[src/core/bridge_pkg.sv]
// Purpose: constants and types for the serial bus command bridge
// Assumes: 25 MHz clock, one command handled at a time
// Notes on behaviour
// host sends every command over the control endpoint only.
// command arrives as class request 0x21/0x09, index 3, bytes in data stage.
// byte 0 is operation ORed with interface; read 0x00, write 0x10.
// interface codes: 0x08 pins, 0x04 spi16, 0x02 fast, 0x01 standard, 0x00 spi8.
// byte 1 is two-wire target address or spi16 upper address byte.
// byte 2 is the number of data bytes moved.
// byte 3 is register address, or spi16 low address byte.
// write data from byte 4; at most 60 bytes, packet 64 bytes.
// reply is capped at 42 bytes; host keeps commands near 32 bytes. The code sends replies of up to 64 bytes.
// every command is answered with a reply packet.
// reply byte 0 is byte 0 ORed with 0x80, 0x40 or 0x20 status.
// clean transaction returns byte 0 with only 0x20 added.
// failed serial transfer, such as missing acknowledge, sets 0x40.
// undefined byte 0 value is rejected with 0x80 set.
// reply bytes 1 and 3 echo header on two-wire, capture input on spi. On spi8 the code echoes byte 1 and captures byte 3 only.
// reply byte 2 repeats length; then written data echo or read data.
// read command sends header only; read data returns from byte 4.
// pin interface ignores addresses, length one, bits 6..0 map seven pins.
// one command at a time; reply after transfer, before next command.
package bridge_pkg;
    localparam int CLOCK_NS = 40;
    localparam int STD_QUARTER_NS = 2500;
    localparam int FAST_QUARTER_NS = 625;
    localparam logic [5:0] STD_QUARTER_CYC = 6'((STD_QUARTER_NS + CLOCK_NS - 1) / CLOCK_NS);
    localparam logic [5:0] FAST_QUARTER_CYC = 6'((FAST_QUARTER_NS + CLOCK_NS - 1) / CLOCK_NS);

    localparam logic [7:0] SETUP_REQ_TYPE = 8'h21;
    localparam logic [7:0] SETUP_REQ_CODE = 8'h09;
    localparam logic [15:0] SETUP_INDEX = 16'h0003;

    localparam logic [3:0] SPI_BYTE_ADDR_SELECT = 4'h0;
    localparam logic [3:0] STANDARD_TWO_WIRE_SELECT = 4'h1;
    localparam logic [3:0] FAST_TWO_WIRE_SELECT = 4'h2;
    localparam logic [3:0] SPI_WORD_ADDR_SELECT = 4'h4;
    localparam logic [3:0] GPIO_SELECT = 4'h8;
    localparam int WRITE_BIT = 4;

    localparam logic [7:0] REQUEST_ERROR_FLAG = 8'h80;
    localparam logic [7:0] BUS_FAILURE_FLAG = 8'h40;
    localparam logic [7:0] REQUEST_DONE_FLAG = 8'h20;

    localparam logic [6:0] HDR_BYTES = 7'h04;
    localparam logic [7:0] MAX_DATA = 8'h3C;
    localparam logic [6:0] PACKET_BYTES = 7'h40;

    typedef enum logic [3:0] {
        OP_START = 4'b0001,
        OP_STOP = 4'b0010,
        OP_I2C = 4'b0100,
        OP_SPI = 4'b1000
    } op_e;

    typedef enum logic [1:0] {
        ES_IDLE = 2'b01,
        ES_RUN = 2'b10
    } eng_e;

    typedef enum logic [5:0] {
        ST_IDLE = 6'b000001,
        ST_RECV = 6'b000010,
        ST_DECODE = 6'b000100,
        ST_EXEC = 6'b001000,
        ST_WAIT = 6'b010000,
        ST_REPLY = 6'b100000
    } state_e;

    typedef enum logic [7:0] {
        PH_START = 8'b00000001,
        PH_ADDR = 8'b00000010,
        PH_REG = 8'b00000100,
        PH_DATA = 8'b00001000,
        PH_RSTART = 8'b00010000,
        PH_RADDR = 8'b00100000,
        PH_RDATA = 8'b01000000,
        PH_STOP = 8'b10000000
    } phase_e;

    typedef struct packed {
        logic valid;
        logic [7:0] req_type;
        logic [7:0] req_code;
        logic [15:0] index;
    } setup_s;

    typedef struct packed {
        logic valid;
        logic [7:0] data;
        logic last;
    } byte_s;
endpackage

[src/core/serial_byte_engine.sv]
// Purpose: bit level engine for two-wire start, stop, byte and spi byte exchange
// Assumes: each bit takes four quarter periods; no clock stretching by targets
// Notes: two-wire lines are open drain, released unless pulled low
`timescale 1ns/1ps
module serial_byte_engine (
    input wire logic i_clock,
    input wire logic i_arst_n,
    input wire logic i_start,
    input wire bridge_pkg::op_e i_op,
    input wire logic i_fast,
    input wire logic [7:0] i_tx,
    input wire logic i_ack_send,
    input wire logic i_sda,
    input wire logic i_miso,
    output logic o_done,
    output logic [7:0] o_rx,
    output logic o_nack,
    output logic o_scl_oe,
    output logic o_sda_oe,
    output logic o_sclk,
    output logic o_mosi
);
    bridge_pkg::eng_e st_r;
    bridge_pkg::op_e op_r;
    logic [5:0] cnt_r;
    logic [1:0] q_r;
    logic [3:0] bit_r;
    logic [8:0] sh_r;
    logic [8:0] rx_r;
    logic scl_low_r, sda_low_r, sclk_r, mosi_r, done_r, fast_r;
    wire [5:0] lim = fast_r ? bridge_pkg::FAST_QUARTER_CYC - 6'h01 : bridge_pkg::STD_QUARTER_CYC - 6'h01;
    wire tick = (cnt_r == lim);
    wire is_spi = (op_r == bridge_pkg::OP_SPI);
    wire is_frame = (op_r == bridge_pkg::OP_START) || (op_r == bridge_pkg::OP_STOP);
    wire last_bit = is_spi ? (bit_r == 4'h7) : (bit_r == 4'h8);

    always_ff @(posedge i_clock or negedge i_arst_n) begin
        if (!i_arst_n) begin
            st_r <= bridge_pkg::ES_IDLE;
            op_r <= bridge_pkg::OP_STOP;
            cnt_r <= 6'h00;
            q_r <= 2'h0;
            bit_r <= 4'h0;
            sh_r <= 9'h000;
            rx_r <= 9'h000;
            scl_low_r <= 1'b0;
            sda_low_r <= 1'b0;
            sclk_r <= 1'b0;
            mosi_r <= 1'b0;
            done_r <= 1'b0;
            fast_r <= 1'b0;
        end else begin
            done_r <= 1'b0;
            case (st_r)
                bridge_pkg::ES_IDLE: begin
                    if (i_start) begin
                        st_r <= bridge_pkg::ES_RUN;
                        op_r <= i_op;
                        fast_r <= i_fast;
                        cnt_r <= 6'h00;
                        q_r <= 2'h0;
                        bit_r <= 4'h0;
                        rx_r <= 9'h000;
                        sh_r <= {i_tx, i_ack_send};
                        if (i_op == bridge_pkg::OP_SPI) begin
                            mosi_r <= i_tx[7];
                        end else if (i_op == bridge_pkg::OP_I2C) begin
                            sda_low_r <= ~i_tx[7];
                        end else begin
                            sda_low_r <= (i_op == bridge_pkg::OP_STOP);
                        end
                    end
                end
                bridge_pkg::ES_RUN: begin
                    cnt_r <= tick ? 6'h00 : cnt_r + 6'h01;
                    if (tick) begin
                        q_r <= q_r + 2'h1;
                        if (q_r == 2'h0) begin
                            if (is_spi) sclk_r <= 1'b1;
                            else scl_low_r <= 1'b0;
                        end
                        // capture while clock high
                        if (q_r == 2'h1) begin
                            if (op_r == bridge_pkg::OP_START) sda_low_r <= 1'b1;
                            else if (op_r == bridge_pkg::OP_STOP) sda_low_r <= 1'b0;
                            else rx_r <= {rx_r[7:0], is_spi ? i_miso : i_sda};
                        end
                        if (q_r == 2'h2) begin
                            if (is_spi) sclk_r <= 1'b0;
                            else if (op_r != bridge_pkg::OP_STOP) scl_low_r <= 1'b1;
                        end
                        if (q_r == 2'h3) begin
                            if (is_frame || last_bit) begin
                                st_r <= bridge_pkg::ES_IDLE;
                                done_r <= 1'b1;
                            end else begin
                                bit_r <= bit_r + 4'h1;
                                sh_r <= {sh_r[7:0], 1'b1};
                                if (is_spi) mosi_r <= sh_r[7];
                                else sda_low_r <= ~sh_r[7];
                            end
                        end
                    end
                end
                default: st_r <= bridge_pkg::ES_IDLE;
            endcase
        end
    end

    assign o_done = done_r;
    assign o_rx = is_spi ? rx_r[7:0] : rx_r[8:1];
    // acknowledge bit sampled high means no answer
    assign o_nack = rx_r[0];
    assign o_scl_oe = scl_low_r;
    assign o_sda_oe = sda_low_r;
    assign o_sclk = sclk_r;
    assign o_mosi = mosi_r;
endmodule // serial_byte_engine

[src/core/usb_serial_bus_command_bridge.sv]
// Purpose: decodes command packets and runs two-wire, spi or pin transactions
// Assumes: setup and data stage already unpacked by the endpoint logic
// Notes: reply streams out with valid/ready; command packets over 64 bytes lose the tail
`timescale 1ns/1ps
module usb_serial_bus_command_bridge (
    input wire logic i_clock,
    input wire logic i_arst_n,
    input wire bridge_pkg::setup_s i_setup,
    input wire bridge_pkg::byte_s i_cmd,
    output logic o_cmd_ready,
    output bridge_pkg::byte_s o_rsp,
    input wire logic i_rsp_ready,
    input wire logic i_sda,
    output logic o_scl_oe,
    output logic o_scl_out,
    output logic o_sda_oe,
    output logic o_sda_out,
    output logic o_sclk,
    output logic o_mosi,
    input wire logic i_miso,
    output logic o_spi_cs_n,
    output logic [6:0] o_gpio,
    input wire logic [6:0] i_gpio
);
    bridge_pkg::state_e st_r;
    bridge_pkg::phase_e ph_r;
    bridge_pkg::byte_s rsp_r;
    logic [7:0] pkt_r [0:63];
    logic [6:0] count_r, total_r;
    logic [5:0] di_r, ridx_r;
    logic [7:0] stat_r;
    logic fail_r, cs_n_r, rdy_r, eng_start_r;
    logic [6:0] gpio_r;
    logic eng_done, eng_nack;
    logic [7:0] eng_rx;

    function automatic logic [5:0] data_slot(input logic [5:0] idx);
        data_slot = 6'(idx + 6'h04);
    endfunction

    // only a matching class request opens the data stage
    wire setup_hit = i_setup.valid && (i_setup.req_type == bridge_pkg::SETUP_REQ_TYPE)
        && (i_setup.req_code == bridge_pkg::SETUP_REQ_CODE) && (i_setup.index == bridge_pkg::SETUP_INDEX);
    // operation ored with interface
    wire [7:0] hdr = pkt_r[0];
    wire [3:0] iface = hdr[3:0];
    wire is_wr = hdr[bridge_pkg::WRITE_BIT];
    // interface selection
    wire is_i2c = (iface == bridge_pkg::STANDARD_TWO_WIRE_SELECT) || (iface == bridge_pkg::FAST_TWO_WIRE_SELECT);
    wire is_gpio = (iface == bridge_pkg::GPIO_SELECT);
    wire is_spi = (iface == bridge_pkg::SPI_BYTE_ADDR_SELECT) || (iface == bridge_pkg::SPI_WORD_ADDR_SELECT);
    // any other byte 0 value is undefined
    wire hdr_ok = (hdr[7:5] == 3'h0) && (is_i2c || is_gpio || is_spi);
    // pin transfers always move one byte
    wire [7:0] len = is_gpio ? 8'h01 : pkt_r[2];
    // length sets data count
    wire [6:0] need = bridge_pkg::HDR_BYTES + (is_wr ? len[6:0] : 7'h00);
    // length above 60 or short write packet is a malformed request
    wire req_err = !hdr_ok || (len > bridge_pkg::MAX_DATA) || (count_r < need);
    wire last_data = ({2'h0, di_r} == len - 8'h01);
    wire [7:0] slot_byte = pkt_r[data_slot(di_r)];
    wire rd_phase = (ph_r == bridge_pkg::PH_RDATA);
    wire addr_phase = (ph_r == bridge_pkg::PH_ADDR) || (ph_r == bridge_pkg::PH_RADDR);
    // address bytes sent
    wire [7:0] eng_tx = (ph_r == bridge_pkg::PH_ADDR) ? (is_spi ? pkt_r[1] : {pkt_r[1][7:1], 1'b0})
        : (ph_r == bridge_pkg::PH_REG) ? pkt_r[3]
        : (ph_r == bridge_pkg::PH_RADDR) ? {pkt_r[1][7:1], 1'b1}
        : (ph_r == bridge_pkg::PH_DATA && is_wr) ? slot_byte
        : rd_phase ? 8'hFF : 8'h00;
    wire eng_ack = rd_phase ? last_data : 1'b1;
    wire bridge_pkg::op_e eng_op = (ph_r == bridge_pkg::PH_START || ph_r == bridge_pkg::PH_RSTART)
        ? bridge_pkg::OP_START : (ph_r == bridge_pkg::PH_STOP) ? bridge_pkg::OP_STOP
        : is_spi ? bridge_pkg::OP_SPI : bridge_pkg::OP_I2C;
    wire nack_hit = is_i2c && eng_nack && (addr_phase || ph_r == bridge_pkg::PH_REG
        || (ph_r == bridge_pkg::PH_DATA && is_wr));
    // status ORed into the echoed byte 0
    wire [7:0] rsp_byte = (ridx_r == 6'h00) ? (hdr | stat_r) : pkt_r[ridx_r];
    wire rsp_last = ({1'b0, ridx_r} == total_r - 7'h01);

    serial_byte_engine u_engine (
        .i_clock(i_clock),
        .i_arst_n(i_arst_n),
        .i_start(eng_start_r),
        .i_op(eng_op),
        .i_fast(iface != bridge_pkg::STANDARD_TWO_WIRE_SELECT),
        .i_tx(eng_tx),
        .i_ack_send(eng_ack),
        .i_sda(i_sda),
        .i_miso(i_miso),
        .o_done(eng_done),
        .o_rx(eng_rx),
        .o_nack(eng_nack),
        .o_scl_oe(o_scl_oe),
        .o_sda_oe(o_sda_oe),
        .o_sclk(o_sclk),
        .o_mosi(o_mosi)
    );

    always_ff @(posedge i_clock) begin
        if (st_r == bridge_pkg::ST_RECV && i_cmd.valid && count_r < bridge_pkg::PACKET_BYTES) begin
            pkt_r[count_r[5:0]] <= i_cmd.data;
        end else if (st_r == bridge_pkg::ST_DECODE && !req_err && is_gpio && !is_wr) begin
            pkt_r[4] <= {1'b0, i_gpio};
        end else if (st_r == bridge_pkg::ST_WAIT && eng_done && is_spi && ph_r != bridge_pkg::PH_DATA) begin
            // spi header bytes return the captured input
            pkt_r[(ph_r == bridge_pkg::PH_ADDR) ? 6'h01 : 6'h03] <= eng_rx;
        end else if (st_r == bridge_pkg::ST_WAIT && eng_done && (rd_phase || (is_spi && !is_wr))) begin
            // read data lands from byte 4
            pkt_r[data_slot(di_r)] <= eng_rx;
        end
    end

    always_ff @(posedge i_clock or negedge i_arst_n) begin
        if (!i_arst_n) begin
            st_r <= bridge_pkg::ST_IDLE;
            ph_r <= bridge_pkg::PH_START;
            rsp_r <= '0;
            count_r <= 7'h00;
            total_r <= 7'h00;
            di_r <= 6'h00;
            ridx_r <= 6'h00;
            stat_r <= 8'h00;
            fail_r <= 1'b0;
            cs_n_r <= 1'b1;
            rdy_r <= 1'b0;
            eng_start_r <= 1'b0;
            gpio_r <= 7'h7F;
        end else begin
            eng_start_r <= 1'b0;
            case (st_r)
                // nothing accepted until the previous reply is gone
                bridge_pkg::ST_IDLE: begin
                    if (setup_hit) begin
                        st_r <= bridge_pkg::ST_RECV;
                        rdy_r <= 1'b1;
                        count_r <= 7'h00;
                    end
                end
                bridge_pkg::ST_RECV: begin
                    if (i_cmd.valid) begin
                        if (count_r < bridge_pkg::PACKET_BYTES) count_r <= count_r + 7'h01;
                        if (i_cmd.last) begin
                            rdy_r <= 1'b0;
                            st_r <= bridge_pkg::ST_DECODE;
                        end
                    end
                end
                bridge_pkg::ST_DECODE: begin
                    fail_r <= 1'b0;
                    di_r <= 6'h00;
                    ridx_r <= 6'h00;
                    if (req_err) begin
                        // reject, echo what was sent
                        stat_r <= bridge_pkg::REQUEST_ERROR_FLAG;
                        total_r <= count_r;
                        st_r <= bridge_pkg::ST_REPLY;
                    end else if (is_gpio) begin
                        // seven pins on bits 6..0
                        if (is_wr) gpio_r <= pkt_r[4][6:0];
                        stat_r <= bridge_pkg::REQUEST_DONE_FLAG;
                        total_r <= bridge_pkg::HDR_BYTES + 7'h01;
                        st_r <= bridge_pkg::ST_REPLY;
                    end else begin
                        // reply carries header plus length bytes
                        total_r <= bridge_pkg::HDR_BYTES + len[6:0];
                        ph_r <= is_i2c ? bridge_pkg::PH_START
                            : (iface == bridge_pkg::SPI_WORD_ADDR_SELECT) ? bridge_pkg::PH_ADDR : bridge_pkg::PH_REG;
                        cs_n_r <= is_i2c;
                        st_r <= bridge_pkg::ST_EXEC;
                    end
                end
                bridge_pkg::ST_EXEC: begin
                    eng_start_r <= 1'b1;
                    st_r <= bridge_pkg::ST_WAIT;
                end
                bridge_pkg::ST_WAIT: begin
                    if (eng_done) begin
                        st_r <= bridge_pkg::ST_EXEC;
                        if (nack_hit) begin
                            // abandon with a stop
                            fail_r <= 1'b1;
                            ph_r <= bridge_pkg::PH_STOP;
                        end else begin
                            case (ph_r)
                                bridge_pkg::PH_START: ph_r <= bridge_pkg::PH_ADDR;
                                bridge_pkg::PH_ADDR: ph_r <= bridge_pkg::PH_REG;
                                bridge_pkg::PH_RSTART: ph_r <= bridge_pkg::PH_RADDR;
                                bridge_pkg::PH_RADDR: ph_r <= bridge_pkg::PH_RDATA;
                                bridge_pkg::PH_STOP: begin
                                    // done flag only on clean completion
                                    stat_r <= fail_r ? bridge_pkg::BUS_FAILURE_FLAG : bridge_pkg::REQUEST_DONE_FLAG;
                                    st_r <= bridge_pkg::ST_REPLY;
                                end
                                default: begin
                                    if ((ph_r == bridge_pkg::PH_REG && len == 8'h00)
                                        || (ph_r != bridge_pkg::PH_REG && last_data)) begin
                                        if (is_i2c) begin
                                            ph_r <= bridge_pkg::PH_STOP;
                                        end else begin
                                            cs_n_r <= 1'b1;
                                            stat_r <= bridge_pkg::REQUEST_DONE_FLAG;
                                            st_r <= bridge_pkg::ST_REPLY;
                                        end
                                    end else if (ph_r == bridge_pkg::PH_REG) begin
                                        ph_r <= (is_i2c && !is_wr) ? bridge_pkg::PH_RSTART : bridge_pkg::PH_DATA;
                                    end else begin
                                        di_r <= di_r + 6'h01;
                                    end
                                end
                            endcase
                        end
                    end
                end
                bridge_pkg::ST_REPLY: begin
                    // reply packet after every command
                    if (!rsp_r.valid || i_rsp_ready) begin
                        if (rsp_r.valid && rsp_r.last) begin
                            rsp_r.valid <= 1'b0;
                            st_r <= bridge_pkg::ST_IDLE;
                        end else begin
                            rsp_r <= '{valid: 1'b1, data: rsp_byte, last: rsp_last};
                            ridx_r <= ridx_r + 6'h01;
                        end
                    end
                end
                default: st_r <= bridge_pkg::ST_IDLE;
            endcase
        end
    end

    assign o_cmd_ready = rdy_r;
    assign o_rsp = rsp_r;
    assign o_scl_out = 1'b0;
    assign o_sda_out = 1'b0;
    assign o_spi_cs_n = cs_n_r;
    assign o_gpio = gpio_r;
endmodule // usb_serial_bus_command_bridge

[config.mk]
export PLATFORM = sky130hd
export DESIGN_NAME = usb_serial_bus_command_bridge
export DESIGN_NICKNAME = d
export VERILOG_FILES = /design/src/core/bridge_pkg.sv /design/src/core/serial_byte_engine.sv /design/src/core/usb_serial_bus_command_bridge.sv
export SDC_FILE = /design/constraint.sdc
export NUM_CORES = 1
export LEC_CHECK = 0
export BUFFER_PORTS_ARGS = -buffer_cell sky130_fd_sc_hd__buf_4
export CAP_MARGIN = 20
export CORE_MARGIN = 4
export CORE_UTILIZATION = 41
export DETAILED_ROUTE_END_ITERATION = 10
export PLACE_DENSITY = 0.65
export SKIP_LAST_GASP = 1
export SYNTH_ARGS = -nofsm -noshare
export SYNTH_HDL_FRONTEND = slang
export SYNTH_SLANG_ARGS = --single-unit
[constraint.sdc]
create_clock -name i_clock -period 6.2 [get_ports i_clock]
set_input_delay 0.31 -clock i_clock [delete_from_list [all_inputs] [get_ports i_clock]]
set_output_delay 0.31 -clock i_clock [all_outputs]
set_load 0.01 [all_outputs]
==> qor.yml <==
outcome: "finished clean"
grt_pass1_wl_mm: 136
synth.yosys.warnings: 0
critPathBufInv: 1
tightest_slew_ns: 1.07
dieArea_um2: 80100
cts.path.max_buffers: 3
cts_setup_buffers: 0
viasPerCell: 6.48
initial_utilization_pct: 41.5
core_um2: 74700
yosys_register_bits: 617
irDropWorstVdd_uv: 169
drive_above_1_share_pct: 31.2
startpoint: "pkt_r[0][3]$_DFFE_PP_"
final-setup-viol-count: 0
netlist_area_um2: 31000
critical_path_class: "flip-flop to flip-flop"
nets: 2155
powerDensity_nw_per_um2: 304
cts_tree: "yes"
wl_per_cell_um: 29.5
crit_fanout: 19
totalWireLength_mm: 91.4
ys.flop_type: "edfxtp_1"
io_buffers: 77
start_kind: "flip-flop"
cts_root_buf: "clkbuf_16"
period_needed_ns: 5.98
slew_headroom_pct: 28.7
async_flop_share_pct: 17.0
clkSinkCount: 617
drtIter0Drc: 2774
drc: 0
synth.distinct_cells: 82
drv_slew: 0
r2r_setup_slack_ns: 0.22
hp-class: "primary input to flip-flop"
placement_rows: 100
diodes: 0
cts_max_level: 3
die_h_um: 283
power_uw: 10800
finalHoldViolCount: 0
die_w_um: 283
grt_usage_pct: 22.5
finalCritPeriodShare_pct: 96.5
fmax_mhz: 167
drt_first_pass_iters: 8
io_pins: 80
path_clk_slew_ns: 0.06
grt-ovfl-total: 0
grt_antenna_before_repair: 2
crit_arrival_ns: 6.22
grt_setup_unrepaired: "true"
finClkSkew_ns: 0.0303
vias: 20100
clk_latency_ns: 0.62
syn_inst: 1969
slowest_delay_ns: 0.65
synth_edf_count: 512
r2r_start: "pkt_r[0][3]$_DFFE_PP_"
cap_violations: 0
hold_start: "i_cmd[0]"
gp_congestion: 0.970
synth.avg_cell_area_um2: 15.8
worstPathRequired_ns: 6.44
cpLargestDelayFamily: "simple AND/OR/NAND/NOR gates"
yosysSeqAreaShare_pct: 58.1
cp_slowest_cell: "nor2_1"
endpoint_kind: "flip-flop"
detail-route-antenna-nets: 0
cts_made_buffers: 70
grt_max_degree: 76
path_cells: "or4b_4 -> and2_1 -> inv_1 -> nor2_1 -> ha_1 -> nand3_1 -> xnor2_1 -> nand3_1 -> ha_1 -> o21ai_0 -> a2111oi_0 -> o221a_2 -> nand4_1 -> nand2_1 -> a2bb2oi_1 -> nand4_1 -> nor2_1"
dp_hpwl_mm: 62.1
p_leak_uw: 0.0117
setup_tns_ns: 0
areaGrowthSynthToFinish_pct: 14.4
grt_pass1_vias: 19800
[per-stage QoR]
stage                     std cells  cell area [um^2]  hold WS (ns)  utilization, %  worst slack (ns)
after floorplan                1970             31000        0.0144               -             0.175
after global routing           3099             35500        0.0325            47.5           -0.0263
after detailed placement       2970             33200         0.282            44.4             0.400
after CTS                      3097             35500       0.00780            47.5             0.393
final                          3099             35500        0.0382            47.5             0.217
after global placement         2970             33200         0.276            44.4             0.532
[routing by layer]
metal,wire length (um),track usage (%)
met1,35500,31.3
met2,43500,36.0
met3,9620,5.27
met4,2770,6.13
met5,7,0
[flip-flops by register name, summed over array words and instances, names as in the netlist, 2 cells and up, named ones only]
| name | cells |
|---|---|
| pkt_r | 512 |
| o_rsp | 10 |
| u_engine.rx_r | 9 |
| ph_r | 8 |
| u_engine.sh_r | 8 |
| count_r | 7 |
| o_gpio | 7 |
| total_r | 7 |
| di_r | 6 |
| ridx_r | 6 |
| st_r | 6 |
| u_engine.cnt_r | 6 |
| u_engine.bit_r | 4 |
| u_engine.op_r | 4 |
| stat_r | 3 |
| u_engine.q_r | 2 |
| u_engine.st_r | 2 |
[power by group]
group	total [uW]	switching, uW	internal, uW
registers	4740	199	4540
clock network	4190	1720	2470
logic	1860	988	871
total	10800	2910	7880
[worst reg2reg max path: stages, from the launching register on]
cell	delay [ns]
edfxtp_1	0.48
or4b_4	0.64
and2_1	0.24
inv_1	0.11
nor2_1	0.06
ha_1	0.21
nand3_1	0.10
xnor2_1	0.13
nand3_1	0.10
ha_1	0.30
o21ai_0	0.09
a2111oi_0	0.42
o221a_2	0.27
nand4_1	0.43
nand2_1	0.45
a2bb2oi_1	0.50
nand4_1	0.44
nor2_1	0.65
[layout by cell type, fill, tap and decap left out, types with 7 or more instances in the layout]
master | Yosys | final
a31oi_4 | 0 | 7
dfstp_2 | 12 | 12
clkbuf_1 | 89 | 12
or3_1 | 8 | 8
nand2b_1 | 11 | 11
and2_1 | 11 | 11
bufinv_16 | 0 | 8
xnor2_1 | 20 | 20
o22ai_1 | 10 | 9
nor2_1 | 167 | 165
o21ai_0 | 54 | 54
nand4_1 | 16 | 16
nand2_1 | 138 | 138
o31ai_1 | 7 | 7
nor4_1 | 15 | 15
clkinv_2 | 0 | 13
a31oi_1 | 28 | 21
mux2i_1 | 21 | 21
nor4b_1 | 7 | 7
xor2_1 | 24 | 24
nor2b_1 | 10 | 10
a21oi_1 | 48 | 47
or4_1 | 7 | 7
inv_1 | 32 | 32
nor3_1 | 18 | 18
o2111ai_1 | 8 | 8
edfxtp_1 | 512 | 512
and3_1 | 12 | 12
buf_4 | 7 | 165
ha_1 | 24 | 24
clkbuf_16 | 0 | 71
mux2_2 | 21 | 21
nand3_1 | 56 | 56
mux4_2 | 312 | 312
a22oi_1 | 11 | 11
dfrtp_1 | 93 | 87
clkinv_1 | 1 | 10
[what timing repair did]
action | CTS | global route
hold endpoints to repair | 30 | 0
hold buffers | 1 | 0
resized for setup | 0 | 2
endpoints found under the setup margin | 0 | 29
[cell type report]
type / instances / area [um^2]
timing repair buffer: 173 / 1370
clock inverter: 42 / 484
fill: 6254 / 39200
tap: 969 / 1210
inverter: 35 / 131
multi-input combinational: 1179 / 12400
clock buffer: 84 / 1840
sequential: 617 / 18000
[synth_stat cells (7+ instances only)]
cell type,n,area [um^2]
a21oi_1,48,240
a22oi_1,11,82.6
a31oi_1,28,175
and2_1,11,68.8
and3_1,12,75.1
buf_1,21,78.8
buf_2,20,100
buf_4,7,52.6
clkbuf_1,89,334
dfrtp_1,93,2330
dfstp_2,12,315
edfxtp_1,512,15400
ha_1,24,300
inv_1,32,120
mux2_2,21,236
mux2i_1,21,210
mux4_2,312,7030
nand2_1,138,518
nand2b_1,11,68.8
nand3_1,56,280
nand4_1,16,100
nor2_1,167,627
nor2b_1,10,62.6
nor3_1,18,90.1
nor4_1,15,93.8
nor4b_1,7,61.3
o2111ai_1,8,70.1
o21ai_0,54,270
o22ai_1,10,62.6
o31ai_1,7,52.6
or3_1,8,50.1
or4_1,7,52.6
xnor2_1,20,175
xor2_1,24,210
[kinds of logic after synthesis]
kind of cell    Yosys count  share of synthesized area [%]
simple gates            508                           7.85
xor+xnor                 44                           1.24
other cells               1                         0.0121
mux                     360                           24.4
compound gates          240                           5.14
flops                   617                           58.1
buf+inv                 174                           2.32
fa+ha+maj                25                           1.00
[path summary, 6_finish.rpt]
check                      depth (start not counted)                           end
max                                               17        pkt_r[35][5]$_DFFE_PP_
min                                                3       o_cmd_ready$_DFFE_PN0P_
max reg2reg                                       17        pkt_r[35][5]$_DFFE_PP_
min reg2reg                                        2  u_engine.sh_r[1]$_DFFE_PN0P_
max in group asynchronous                          3           di_r[0]$_DFFE_PN0P_
min in group asynchronous                          2        total_r[1]$_DFFE_PN0P_
Note: power is estimated with default switching activity, not from simulation.
